## src/core/uifc_pkg.sv

```systemverilog
// Purpose: Shared constants of the channel interrupt and queue control.
// Assumes: APB with 32-bit data, one aligned word per register.
// Notes: Status codes are six bits, bit 0 low while a source is pending.
package uifc_pkg;
   // Register byte offsets.
   localparam logic [7:0] OFF_MASK = 8'h00;
   localparam logic [7:0] OFF_STATUS = 8'h04;
   localparam logic [7:0] OFF_QCTRL = 8'h08;
   localparam logic [7:0] OFF_TABLE = 8'h0c;
   // Reset values.
   localparam logic [7:0] MASK_RST = 8'h00;
   localparam logic [1:0] TABLE_RST = 2'h0;
   localparam logic [1:0] SEL_RST = 2'h0;
   // Mask register bit positions.
   localparam int M_RXD = 0;
   localparam int M_TXR = 1;
   localparam int M_LINE = 2;
   localparam int M_MODEM = 3;
   localparam int M_SLEEP = 4;
   localparam int M_XOFF = 5;
   localparam int M_RTS = 6;
   localparam int M_CTS = 7;
   // Queue control bit positions.
   localparam int QC_EN = 0;
   localparam int QC_RXCLR = 1;
   localparam int QC_TXCLR = 2;
   localparam int QC_DMA = 3;
   localparam int QC_TXSEL = 4;
   localparam int QC_RXSEL = 6;
   // Status codes by priority.
   localparam logic [5:0] CODE_LINE = 6'h06;
   localparam logic [5:0] CODE_TOUT = 6'h0c;
   localparam logic [5:0] CODE_RXD = 6'h04;
   localparam logic [5:0] CODE_TXR = 6'h02;
   localparam logic [5:0] CODE_MODEM = 6'h00;
   localparam logic [5:0] CODE_XOFF = 6'h10;
   localparam logic [5:0] CODE_FLOW = 6'h20;
   localparam logic [5:0] CODE_NONE = 6'h01;
   // Receive time-out in character times and bit times.
   localparam logic [7:0] TOUT_CHARS = 8'h04;
   localparam logic [7:0] TOUT_BITS = 8'h0c;
   // Fixed trigger tables, four levels packed low byte first.
   localparam logic [31:0] TRIG_A_RX = 32'h0e080401;
   localparam logic [31:0] TRIG_A_TX = 32'h01010101;
   localparam logic [31:0] TRIG_B_RX = 32'h1c181008;
   localparam logic [31:0] TRIG_B_TX = 32'h1e180810;
   localparam logic [31:0] TRIG_C_RX = 32'h3c381008;
   localparam logic [31:0] TRIG_C_TX = 32'h38201008;
   localparam logic [1:0] TABLE_PROG = 2'h3;
endpackage

```

## src/core/uifc_core.sv

```systemverilog
// Purpose: Interrupt mask, prioritised source status and queue control.
// Assumes: UART datapath inputs share pclk; only the CTS pin is async.
// Notes: APB answers one cycle into the access phase.
//
// Summary of operation
// - Receive data source: holding full, or receive level at trigger.
// - Transmit ready on empty or below trigger, also when enabled.
// - Line status error bits raise a source as the character lands.
// - Mask bits 7 to 4 act only while the unlock bit is set.
// - RTS or CTS rising edge raises a source under auto flow.
// - Status read returns highest pending source; others stay queued.
// - Time-out after four characters plus twelve bits below trigger.
// - Transmit ready from trigger or empty; RS-485 uses fully empty while the queue is enabled.
// - Received Xoff or special character raises its source.
// - Line status read clears the line source.
// - Receive data clears below trigger; time-out clears on data read.
// - Transmit ready clears on status read or transmit write.
// - Modem status read clears modem, RTS and CTS sources.
// - Xoff clears on status read or Xon; special on next character.
// - Status bits 5:0 carry the priority code of the source.
// - Status bit 0 is low while pending, high otherwise.
// - Status bits 7:6 follow the queue enable.
// - Queue control write with bit 0 low ignores the other bits.
// - Bits 1 and 2 clear the queues for one cycle only.
// - Bit 3 selects DMA behaviour of the ready pins.
// - Transmit trigger bits need unlock; empty case after small reload.
// - Receive and transmit share the one trigger table selection.
//
// Local design decisions: the address map and register access over APB.
`timescale 1ns/1ps
module uifc_core #(
   parameter logic [7:0] FIFO_DEPTH = 8'h80
) (
   // Clock, reset and enable.
   input wire logic pclk,
   input wire logic presetn,
   input wire logic ce,
   // APB slave.
   input wire logic psel,
   input wire logic penable,
   input wire logic pwrite,
   input wire logic [7:0] paddr,
   input wire logic [31:0] pwdata,
   output logic [31:0] prdata,
   output logic pready,
   output logic pslverr,
   // Receive side of the datapath.
   input wire logic [7:0] rx_level,
   input wire logic rx_char,
   input wire logic rx_read,
   input wire logic bit_tick,
   input wire logic [3:0] char_bits,
   input wire logic [3:0] line_err,
   input wire logic line_read,
   input wire logic xoff_seen,
   input wire logic xon_seen,
   input wire logic special_seen,
   // Transmit side of the datapath.
   input wire logic [7:0] tx_level,
   input wire logic thr_empty,
   input wire logic tx_all_empty,
   input wire logic tx_write,
   input wire logic rs485_auto,
   // Modem and flow control.
   input wire logic [3:0] modem_delta,
   input wire logic modem_read,
   input wire logic unlock,
   input wire logic auto_rts,
   input wire logic auto_cts,
   input wire logic rts_pin_n,
   input wire logic cts_pin_n,
   // Programmable trigger levels of the fourth table.
   input wire logic [7:0] rx_prog_trig,
   input wire logic [7:0] tx_prog_trig,
   // Control outputs.
   output logic int_req,
   output logic sleep_en,
   output logic fifo_en,
   output logic dma_mode,
   output logic rx_fifo_clr,
   output logic tx_fifo_clr,
   output logic [7:0] rx_trig,
   output logic [7:0] tx_trig,
   output logic receive_ready_pin_n,
   output logic transmit_ready_pin_n
);

   ////////////////////////////////////////////////////////////////////////
   // Trigger table lookup.
   function automatic logic [7:0] trig_lvl(input logic [1:0] tbl,
                                           input logic [1:0] sel,
                                           input logic tx);
      logic [31:0] lut;
      lut = 32'h0;
      case (tbl)
         2'h0: lut = tx ? uifc_pkg::TRIG_A_TX : uifc_pkg::TRIG_A_RX;
         2'h1: lut = tx ? uifc_pkg::TRIG_B_TX : uifc_pkg::TRIG_B_RX;
         2'h2: lut = tx ? uifc_pkg::TRIG_C_TX : uifc_pkg::TRIG_C_RX;
         default: lut = 32'h0;
      endcase
      return lut[{sel, 3'h0} +: 8];
   endfunction

   ////////////////////////////////////////////////////////////////////////
   // State.
   logic rdy_reg, rdy_next, err_reg, err_next;
   logic [31:0] rdata_reg, rdata_next;
   logic [5:0] rdcode_reg, rdcode_next;
   logic [7:0] mask_reg, mask_next;
   logic fen_reg, fen_next, dma_reg, dma_next;
   logic [1:0] rxsel_reg, rxsel_next, txsel_reg, txsel_next;
   logic [1:0] table_reg, table_next;
   logic rxclr_reg, rxclr_next, txclr_reg, txclr_next;
   logic line_p, line_pn, tout_p, tout_pn, tx_p, tx_pn;
   logic modem_p, modem_pn, xoff_p, xoff_pn, spec_p, spec_pn;
   logic rts_p, rts_pn, cts_p, cts_pn;
   logic reload_reg, reload_next, txc_prev, txc_prev_next;
   logic line_prev, modem_prev, rts_prev, cts_prev;
   logic cts_s1, cts_s2;
   logic [7:0] tmr_reg, tmr_next;
   logic int_reg, int_next, rxpin_reg, rxpin_next, txpin_reg, txpin_next;

   // Combinational terms.
   logic access, done, wr, rd;
   logic [7:0] en, lim;
   logic rxd_cond, tx_cond, armed, tx_set, tout_set;
   logic line_set, rts_set, cts_set, any_src, isr_rd;
   logic s_line, s_tout, s_rxd, s_tx, s_mod, s_xoff, s_flow;
   logic [5:0] cur_code;

   assign pready = rdy_reg;
   assign prdata = rdata_reg;
   assign pslverr = err_reg;
   assign int_req = int_reg;
   assign sleep_en = mask_reg[uifc_pkg::M_SLEEP] & unlock;
   assign fifo_en = fen_reg;
   assign dma_mode = dma_reg;
   assign rx_fifo_clr = rxclr_reg;
   assign tx_fifo_clr = txclr_reg;
   assign receive_ready_pin_n = rxpin_reg;
   assign transmit_ready_pin_n = txpin_reg;

   ////////////////////////////////////////////////////////////////////////
   // Source conditions and priority.
   always_comb begin
      en = {mask_reg[7:4] & {4{unlock}}, mask_reg[3:0]};
      rx_trig = (table_reg == uifc_pkg::TABLE_PROG) ? rx_prog_trig :
                trig_lvl(table_reg, rxsel_reg, 1'b0);
      tx_trig = (table_reg == uifc_pkg::TABLE_PROG) ? tx_prog_trig :
                trig_lvl(table_reg, txsel_reg, 1'b1);
      rxd_cond = fen_reg ? (rx_level >= rx_trig) :
                 (rx_level != 8'h00);
      if (!fen_reg) begin
         tx_cond = thr_empty;
      end else if (rs485_auto) begin
         tx_cond = tx_all_empty;
      end else begin
         tx_cond = reload_reg ? (tx_level < tx_trig) :
                   (tx_level == 8'h00);
      end
      armed = fen_reg && (rx_level != 8'h00) && (rx_level < rx_trig);
      lim = uifc_pkg::TOUT_CHARS * {4'h0, char_bits} +
            uifc_pkg::TOUT_BITS;
      tout_set = armed && (tmr_reg == lim) && !rx_char && !rx_read;
      tx_set = (tx_cond && !txc_prev) ||
               (tx_cond && mask_next[uifc_pkg::M_TXR] &&
                !mask_reg[uifc_pkg::M_TXR]);
      line_set = (|line_err) && !line_prev;
      rts_set = rts_pin_n && !rts_prev && auto_rts;
      cts_set = cts_s2 && !cts_prev && auto_cts;
      s_line = line_p & en[uifc_pkg::M_LINE];
      s_tout = tout_p & en[uifc_pkg::M_RXD];
      s_rxd = rxd_cond & en[uifc_pkg::M_RXD];
      s_tx = tx_p & en[uifc_pkg::M_TXR];
      s_mod = modem_p & en[uifc_pkg::M_MODEM];
      s_xoff = (xoff_p | spec_p) & en[uifc_pkg::M_XOFF];
      s_flow = (rts_p & en[uifc_pkg::M_RTS]) | (cts_p & en[uifc_pkg::M_CTS]);
      any_src = s_line | s_tout | s_rxd | s_tx | s_mod | s_xoff | s_flow;
      if (s_line) begin
         cur_code = uifc_pkg::CODE_LINE;
      end else if (s_tout) begin
         cur_code = uifc_pkg::CODE_TOUT;
      end else if (s_rxd) begin
         cur_code = uifc_pkg::CODE_RXD;
      end else if (s_tx) begin
         cur_code = uifc_pkg::CODE_TXR;
      end else if (s_mod) begin
         cur_code = uifc_pkg::CODE_MODEM;
      end else if (s_xoff) begin
         cur_code = uifc_pkg::CODE_XOFF;
      end else if (s_flow) begin
         cur_code = uifc_pkg::CODE_FLOW;
      end else begin
         cur_code = uifc_pkg::CODE_NONE;
      end
   end

   ////////////////////////////////////////////////////////////////////////
   // APB slave and registers.
   always_comb begin
      access = psel & penable;
      done = access & rdy_reg;
      wr = done & pwrite;
      rd = done & ~pwrite;
      rdy_next = access & ~rdy_reg;
      rdata_next = rdata_reg;
      err_next = 1'b0;
      rdcode_next = rdcode_reg;
      mask_next = mask_reg;
      fen_next = fen_reg;
      dma_next = dma_reg;
      rxsel_next = rxsel_reg;
      txsel_next = txsel_reg;
      table_next = table_reg;
      rxclr_next = 1'b0;
      txclr_next = 1'b0;
      if (rdy_next) begin
         rdata_next = 32'h0;
         if (paddr == uifc_pkg::OFF_MASK) begin
            rdata_next[7:0] = mask_reg;
         end else if (paddr == uifc_pkg::OFF_STATUS) begin
            rdata_next[7:0] = {{2{fen_reg}}, cur_code};
            rdcode_next = cur_code;
         end else if (paddr == uifc_pkg::OFF_QCTRL) begin
            rdata_next = 32'h0;
         end else if (paddr == uifc_pkg::OFF_TABLE) begin
            rdata_next[1:0] = table_reg;
         end else begin
            err_next = 1'b1;
         end
      end
      isr_rd = rd && (paddr == uifc_pkg::OFF_STATUS);
      if (wr && paddr == uifc_pkg::OFF_MASK) begin
         mask_next = pwdata[7:0];
      end else if (wr && paddr == uifc_pkg::OFF_QCTRL) begin
         fen_next = pwdata[uifc_pkg::QC_EN];
         if (pwdata[uifc_pkg::QC_EN]) begin
            rxclr_next = pwdata[uifc_pkg::QC_RXCLR];
            txclr_next = pwdata[uifc_pkg::QC_TXCLR];
            dma_next = pwdata[uifc_pkg::QC_DMA];
            rxsel_next = pwdata[uifc_pkg::QC_RXSEL +: 2];
            if (unlock) begin
               txsel_next = pwdata[uifc_pkg::QC_TXSEL +: 2];
            end
         end
      end else if (wr && paddr == uifc_pkg::OFF_TABLE) begin
         table_next = pwdata[1:0];
      end
   end

   ////////////////////////////////////////////////////////////////////////
   // Pending sources, timer and pins.
   always_comb begin
      line_pn = line_set | (line_p & ~line_read);
      tout_pn = tout_set | (tout_p & ~rx_read & armed);
      tx_pn = tx_set | (tx_p & ~tx_write &
              ~(isr_rd && rdcode_reg == uifc_pkg::CODE_TXR));
      modem_pn = ((|modem_delta) & ~modem_prev) |
                 (modem_p & ~modem_read);
      xoff_pn = xoff_seen | (xoff_p & ~xon_seen &
                ~(isr_rd && rdcode_reg == uifc_pkg::CODE_XOFF));
      spec_pn = special_seen | (spec_p & ~rx_char &
                ~(isr_rd && rdcode_reg == uifc_pkg::CODE_XOFF));
      rts_pn = rts_set | (rts_p & ~modem_read);
      cts_pn = cts_set | (cts_p & ~modem_read);
      reload_next = reload_reg;
      if (tx_level > tx_trig) begin
         reload_next = 1'b1;
      end else if (tx_level == 8'h00) begin
         reload_next = 1'b0;
      end
      txc_prev_next = tx_cond;
      tmr_next = tmr_reg;
      if (!armed || rx_char || rx_read) begin
         tmr_next = 8'h00;
      end else if (bit_tick && tmr_reg != lim) begin
         tmr_next = tmr_reg + 8'h01;
      end
      int_next = any_src;
      rxpin_next = dma_reg ? ~(rxd_cond | tout_p) : (rx_level == 8'h00);
      txpin_next = dma_reg ? (tx_level >= FIFO_DEPTH) :
                   ~((tx_level == 8'h00) & thr_empty);
   end

   always_ff @(posedge pclk or negedge presetn) begin
      if (!presetn) begin
         rdy_reg <= 1'b0;
         err_reg <= 1'b0;
         rdata_reg <= 32'h0;
         rdcode_reg <= uifc_pkg::CODE_NONE;
         mask_reg <= uifc_pkg::MASK_RST;
         fen_reg <= 1'b0;
         dma_reg <= 1'b0;
         rxsel_reg <= uifc_pkg::SEL_RST;
         txsel_reg <= uifc_pkg::SEL_RST;
         table_reg <= uifc_pkg::TABLE_RST;
         rxclr_reg <= 1'b0;
         txclr_reg <= 1'b0;
         line_p <= 1'b0;
         tout_p <= 1'b0;
         tx_p <= 1'b0;
         modem_p <= 1'b0;
         xoff_p <= 1'b0;
         spec_p <= 1'b0;
         rts_p <= 1'b0;
         cts_p <= 1'b0;
         reload_reg <= 1'b0;
         txc_prev <= 1'b0;
         line_prev <= 1'b0;
         modem_prev <= 1'b0;
         rts_prev <= 1'b0;
         cts_prev <= 1'b0;
         cts_s1 <= 1'b0;
         cts_s2 <= 1'b0;
         tmr_reg <= 8'h00;
         int_reg <= 1'b0;
         rxpin_reg <= 1'b1;
         txpin_reg <= 1'b1;
      end else if (ce) begin
         rdy_reg <= rdy_next;
         err_reg <= err_next;
         rdata_reg <= rdata_next;
         rdcode_reg <= rdcode_next;
         mask_reg <= mask_next;
         fen_reg <= fen_next;
         dma_reg <= dma_next;
         rxsel_reg <= rxsel_next;
         txsel_reg <= txsel_next;
         table_reg <= table_next;
         rxclr_reg <= rxclr_next;
         txclr_reg <= txclr_next;
         line_p <= line_pn;
         tout_p <= tout_pn;
         tx_p <= tx_pn;
         modem_p <= modem_pn;
         xoff_p <= xoff_pn;
         spec_p <= spec_pn;
         rts_p <= rts_pn;
         cts_p <= cts_pn;
         reload_reg <= reload_next;
         txc_prev <= txc_prev_next;
         line_prev <= |line_err;
         modem_prev <= |modem_delta;
         rts_prev <= rts_pin_n;
         cts_prev <= cts_s2;
         cts_s1 <= cts_pin_n;
         cts_s2 <= cts_s1;
         tmr_reg <= tmr_next;
         int_reg <= int_next;
         rxpin_reg <= rxpin_next;
         txpin_reg <= txpin_next;
      end
   end

   ////////////////////////////////////////////////////////////////////////
   // Checks.
   pend_flag_a: assert property (
      @(posedge pclk) disable iff (!presetn)
      ce && rdy_next && paddr == uifc_pkg::OFF_STATUS
      |=> prdata[0] == !$past(any_src))
      else $error("Status bit 0 disagrees with pending sources.");
   fifo_bits_a: assert property (
      @(posedge pclk) disable iff (!presetn)
      ce && rdy_next && paddr == uifc_pkg::OFF_STATUS
      |=> prdata[7:6] == {2{fen_reg}})
      else $error("Status bits 7:6 disagree with queue enable.");
   tx_clear_a: assert property (
      @(posedge pclk) disable iff (!presetn)
      ce && tx_write && !tx_set |=> !tx_p)
      else $error("Transmit write left transmit source pending.");
   flow_clear_a: assert property (
      @(posedge pclk) disable iff (!presetn)
      ce && modem_read && !rts_set && !cts_set |=> !rts_p && !cts_p)
      else $error("Modem read left flow sources pending.");
   tout_clear_a: assert property (
      @(posedge pclk) disable iff (!presetn)
      ce && rx_read && !tout_set |=> !tout_p)
      else $error("Data read left time-out pending.");
   clr_pulse_a: assert property (
      @(posedge pclk) disable iff (!presetn)
      ce && rxclr_reg |=> !rxclr_reg)
      else $error("Receive clear lasted over one cycle.");
   fifo_off_a: assert property (
      @(posedge pclk) disable iff (!presetn)
      ce && wr && paddr == uifc_pkg::OFF_QCTRL && !pwdata[0]
      |=> !fen_reg && dma_reg == $past(dma_reg) && !rxclr_reg)
      else $error("Disabled queue write changed other bits.");
   lock_mask_a: assert property (
      @(posedge pclk) disable iff (!presetn)
      !unlock |-> !s_xoff && !s_flow && !sleep_en)
      else $error("Locked mask bits took effect.");
   line_first_a: assert property (
      @(posedge pclk) disable iff (!presetn)
      ce && line_set && en[uifc_pkg::M_LINE] && !line_read
      |=> cur_code == uifc_pkg::CODE_LINE)
      else $error("Line source not reported first.");
endmodule

```

## config.mk

```make
export PLATFORM = sky130hd
export DESIGN_NAME = uifc_core
export DESIGN_NICKNAME = d
export VERILOG_FILES = /design/src/core/uifc_pkg.sv /design/src/core/uifc_core.sv
export SDC_FILE = /design/constraint.sdc
export NUM_CORES = 1
export LEC_CHECK = 0
export ABC_CLOCK_PERIOD_IN_PS = 6300
export BUFFER_PORTS_ARGS = -buffer_cell sky130_fd_sc_hd__buf_2
export CAP_MARGIN = 20
export CORE_ASPECT_RATIO = 1.5
export CORE_UTILIZATION = 44
export CTS_CLUSTER_DIAMETER = 200
export CTS_CLUSTER_SIZE = 28
export DETAILED_ROUTE_END_ITERATION = 7
export GPL_TIMING_DRIVEN = 0
export PLACE_DENSITY = 0.78
export RECOVER_POWER = 50
export SYNTH_ARGS = -nofsm -noshare
export SYNTH_HDL_FRONTEND = slang
export SYNTH_SLANG_ARGS = --single-unit
```

## constraint.sdc

```tcl
create_clock -name pclk -period 6.3 [get_ports pclk]
set_clock_uncertainty 0.1 [all_clocks]
set_input_delay 1.26 -clock pclk [delete_from_list [all_inputs] [get_ports pclk]]
set_output_delay 1.26 -clock pclk [all_outputs]
set_load 0.05 [all_outputs]
```

== Word-level counts from Yosys, hierarchy flattened ==
Index checks and enable logic that the tools add are counted.

* $add $sub $neg: 2
* Order comparisons: 5
* Eq/ne operators: 10
* Shift operators: 2
* Mux-type cells: 37
* Bitwise logic cells: 62
* Reductions and logical operators: 49

{| class="wikitable"
|+ Operators with widths
! cell !! number
|-
| case mux 30 bit (3 select lines) || 2
|-
| indexed part select 32 x 6 -> 8 bit || 2
|-
| 2-to-1 mux 8 bit || 6
|-
| 2-to-1 mux 6 bit || 7
|-
| bitwise AND 1 bit || 28
|-
| zero test 8 bit || 3
|-
| logical AND 1 bit || 20
|-
| 2-to-1 mux 1 bit || 19
|-
| OR 1 bit || 17
|-
| == test 8 x 4 -> 1 bit, second input constant || 2
|-
| < comparator 8 bit || 2
|-
| NOT 1 bit || 16
|-
| AND reduction 4 bit || 3
|-
| adder 8 x 1 -> 8 bit, second input constant || 1
|-
| == test 8 x 3 -> 1 bit, second input constant || 1
|-
| == test 8 x 7 -> 1 bit || 1
|-
| >= comparator 8 bit || 1
|-
| >= comparator 8 bit, second input constant || 1
|-
| > comparator 8 bit || 1
|-
| zero test 1 bit || 8
|-
| != test 8 x 7 -> 1 bit || 1
|-
| AND reduction 2 bit || 4
|-
| nonzero test 8 bit || 1
|-
| OR reduction 4 bit || 2
|-
| other kinds (12) || 18
|}

* Register bits after elaboration: 61
* Input bits: 107
* Output and inout bits: 58
* Word-level logic and storage cells: 200

== Longest topological paths before layout ==
* Word-level depth: 12
* Gate-level depth with buffers: 13
* Gate-level depth less buffers: 13

== Worst setup path before layout ==
OpenSTA, ideal clock, no wires.

* Path kind: input-to-reg
* Start: in rx_prog_trig[1]
* End: reg rdcode_reg[0]
* Library setup time: 91 ps
* Arrival: 3355 ps
* Required time: 6109 ps
* Setup slack: 2754 ps
* Stages on the path: 9
* Path buffers: 0
* Cells stage by stage: a32o_1 > inv_1 > ha_1 > nor2b_1 > o211ai_1 > a31oi_2 > o31ai_1 > nand3_2 > o31ai_1

* Longest elaborated chain between the ends: 7

{| class="wikitable"
|+ RTL lines
! item !! line !! RTL
|-
| start, declared || uifc_core.sv:73 || <nowiki>input wire logic [7:0] rx_prog_trig,</nowiki>
|-
| 2-to-1 mux 8 bit || uifc_core.sv:147 || <nowiki>rx_trig = (table_reg == uifc_pkg::TABLE_PROG) ? rx_prog_trig :</nowiki>
|-
| >= comparator 8 bit || uifc_core.sv:151 || <nowiki>rxd_cond = fen_reg ? (rx_level >= rx_trig) :</nowiki>
|-
| 2-to-1 mux 1 bit || uifc_core.sv:151 ||
|-
| bitwise AND 1 bit || uifc_core.sv:173 || <nowiki>s_rxd = rxd_cond & en[uifc_pkg::M_RXD];</nowiki>
|-
| 2-to-1 mux 6 bit || uifc_core.sv:183 || <nowiki>end else if (s_rxd) begin</nowiki>
|-
| 2-to-1 mux 6 bit || uifc_core.sv:181 || <nowiki>end else if (s_tout) begin</nowiki>
|-
| 2-to-1 mux 6 bit || uifc_core.sv:179 || <nowiki>if (s_line) begin</nowiki>
|-
| end signal, assigned || uifc_core.sv:290 || <nowiki>rdcode_reg <= uifc_pkg::CODE_NONE;</nowiki>
|-
| end signal, assigned || uifc_core.sv:323 || <nowiki>rdcode_reg <= rdcode_next;</nowiki>
|-
| end, declared || uifc_core.sv:108 || <nowiki>logic [5:0] rdcode_reg, rdcode_next;</nowiki>
|}

No other way between the ends.
A chain may end at the register's enable or synchronous reset.

==> run metrics <==
Hold Vio Cnt, Final=0; slowest stage delay, CP=1.41 ns; post-CTS setup buffers=0; Setup crit end kind=async pin; most used cell, CP=clkbuf_1; Detailed Route Iter0 Violations=236; peak supply drop=172 µV; initial core utilization=0.462; Post-Synthesis Cells=443; power density over the cells=232 nW/µm²; number of global-route vias before repair=3751; syn avg cell area=8.87 µm²; hold depth=1; hold path start=cts_prev; Setup CP Type=primary input to async pin; Rows=41; Tcrit/Tclk final=0.597; WP buf/inv=2; synthesized area=3930 µm²; hold endpoint=cts_p; detailed-route via count=3859; Max Slew Vio Count=35; share of layout cells above drive strength 1=0.277; reg-to-reg endpoint=rdcode_reg[0]; post_cts resized=0; global route total overflow=0; CP Data Arrival Time=3.74 ns; Finished Core Util=0.593; number of CTS-inserted buffers=9; Post-Route Setup TNS=0 ns; Required @ worst endpoint=6.28 ns; reg-to-reg slack, setup=2.56 ns; worst r2r src=table_reg[1]; Leakage Power=0.00255 µW; Tightest Pin Transition=1.85 ns; Routability Congestion=0.914; clock sink count=61; All-Layer GR Usage=0.244; CTS max path bufs=2; reg2reg path depth=11; CTS tree=done; post-route ant nets=0; Max-Cap Viols=1; Net count, final=725; worst path cell trace=clkbuf_1 -> clkbuf_1; violated checks=capacitance limit, slew limit; Non-Filler Instances=707; IO buf count=116; Worst-Skew Late Latency=0.33 ns; CTS root buf=clkbuf_16; DRC=0; Slowest-stage cell, CP=clkbuf_1; pin count of the biggest net entering global routing=35; WP depth=2; Ys Warns=0; number of fill cells=755; Max Clk Rate=266 MHz; DP Area=4750 µm²; Die ar.=9320 µm²; HPWL after DPL=8.50 mm; top cell family by delay on the critical path=buffers and inverters; H-tree depth=3; Routed WL=10.8 mm; Die Ht=118 µm; Detailed Routing Iterations Pass 1=5; ys flop type=dfrtp_1; first-pass GRT wire length=17.5 mm; most common cell after layout, fill and taps aside=buf_2; outcome=finished, violations left; Synth Register Bits=61; Synth cell types=58; Final setup viols=0; Crit Path Max Fanout=34; vias per cell=5.46; asr flop ratio synth=1.00; per-cell routed wire length=15.2 µm; RSZ-0062 raised after global routing=false; most frequent cells in the layout=106 x buf_2, 70 x nand2_1, 58 x dfrtp_1; Period minus WS final=3.76 ns; clk slew on worst S/H paths=0.05 ns; initial antenna violation count=1; Syn-to-layout area delta=28.5%; I/O pin count=165; Post-synth EDFFs=0; cell area after layout=5050 µm²; post-synthesis sequential area ratio=0.389; Worst Hold Class=flop to flop; Setup crit start kind=primary input; die width=79.2 µm; hold_buf cts=0; Placed Cells=690; Core Region=8520 µm²; relative slew slack=-0.236
## per-stage QoR
stage	worst slack (ns)	total power (µW)	hold slack, ns
6_report	2.54	1170	0.353
5_1_grt	1.88	1210	0.369
4_1_cts	2.56	1180	0.357
3_5_place_dp	2.49	640	0.351
3_3_place_gp	2.55	633	0.334
2_1_floorplan	2.75	568	0.325
## routing by layer
metal,GRT usage,wire length [µm],share of wire
met5,0,0,0
met4,0.152,485,0.045
met3,0.0550,748,0.069
met2,0.416,5490,0.51
met1,0.268,4050,0.38
## synthesized netlist by cell type (5+ instances only)
library cell | n | share of area
a21o_1 | 5 | 0.0096
a21oi_1 | 21 | 0.027
a22o_1 | 8 | 0.018
and3_1 | 5 | 0.0080
buf_4 | 24 | 0.046
clkbuf_1 | 10 | 0.0096
dfrtp_1 | 58 | 0.37
ha_1 | 24 | 0.076
inv_1 | 30 | 0.029
mux2_2 | 11 | 0.032
nand2_1 | 70 | 0.067
nand3_1 | 11 | 0.014
nand4_1 | 6 | 0.0096
nand4b_1 | 5 | 0.011
nor2_1 | 24 | 0.023
o211ai_1 | 5 | 0.0096
o21a_1 | 5 | 0.0096
o21ai_0 | 20 | 0.025
o21ai_1 | 10 | 0.013
o31ai_1 | 11 | 0.021
or3_1 | 6 | 0.0096
or4_1 | 7 | 0.013
xnor2_1 | 6 | 0.013
## how the worst max path moves through the flow
| stage | from | end | slack [ns] |
|---|---|---|---|
| after global placement | rx_prog_trig[1] | rdcode_reg[5] | 2.55 |
| after floorplan | rx_prog_trig[1] | rdcode_reg[0] | 2.75 |
| final | presetn | xoff_p | 2.54 |
| after CTS | table_reg[1] | rdcode_reg[0] | 2.56 |
| after detailed placement | rx_prog_trig[1] | rdcode_reg[0] | 2.49 |
| after global routing | presetn | tmr_reg[6] | 1.88 |
## cells by family after synthesis
| kind of cell | synth area share |
|---|---|
| and+or+nand+nor | 0.201 |
| AOI/OAI and AO/OA | 0.180 |
| buffers and inverters | 0.0895 |
| DFF | 0.389 |
| adders and majority gates | 0.0764 |
| muxes | 0.0474 |
| xor gates and xnor gates | 0.0156 |
| other | 0.000954 |
## cell type report
class                   instances  area (µm²)  area share
inverters                      31         116      0.0230
clock inverters                 4        70.1      0.0139
flip-flops and latches         61        1530       0.303
well taps                     107         134      0.0265
diodes                          1        2.50    0.000496
multi-input cells             336        2130       0.423
repair buffers                117         571       0.113
plain buffers                  38         234      0.0463
clock buffers                  12         256      0.0508
## where the power goes
| group | internal [µW] | switching [µW] |
|---|---|---|
| Combinational | 69.3 | 141 |
| Clock | 366 | 172 |
| Sequential | 410 | 12.2 |
| Total | 845 | 325 |
Note: power is estimated with default switching activity, not from simulation.
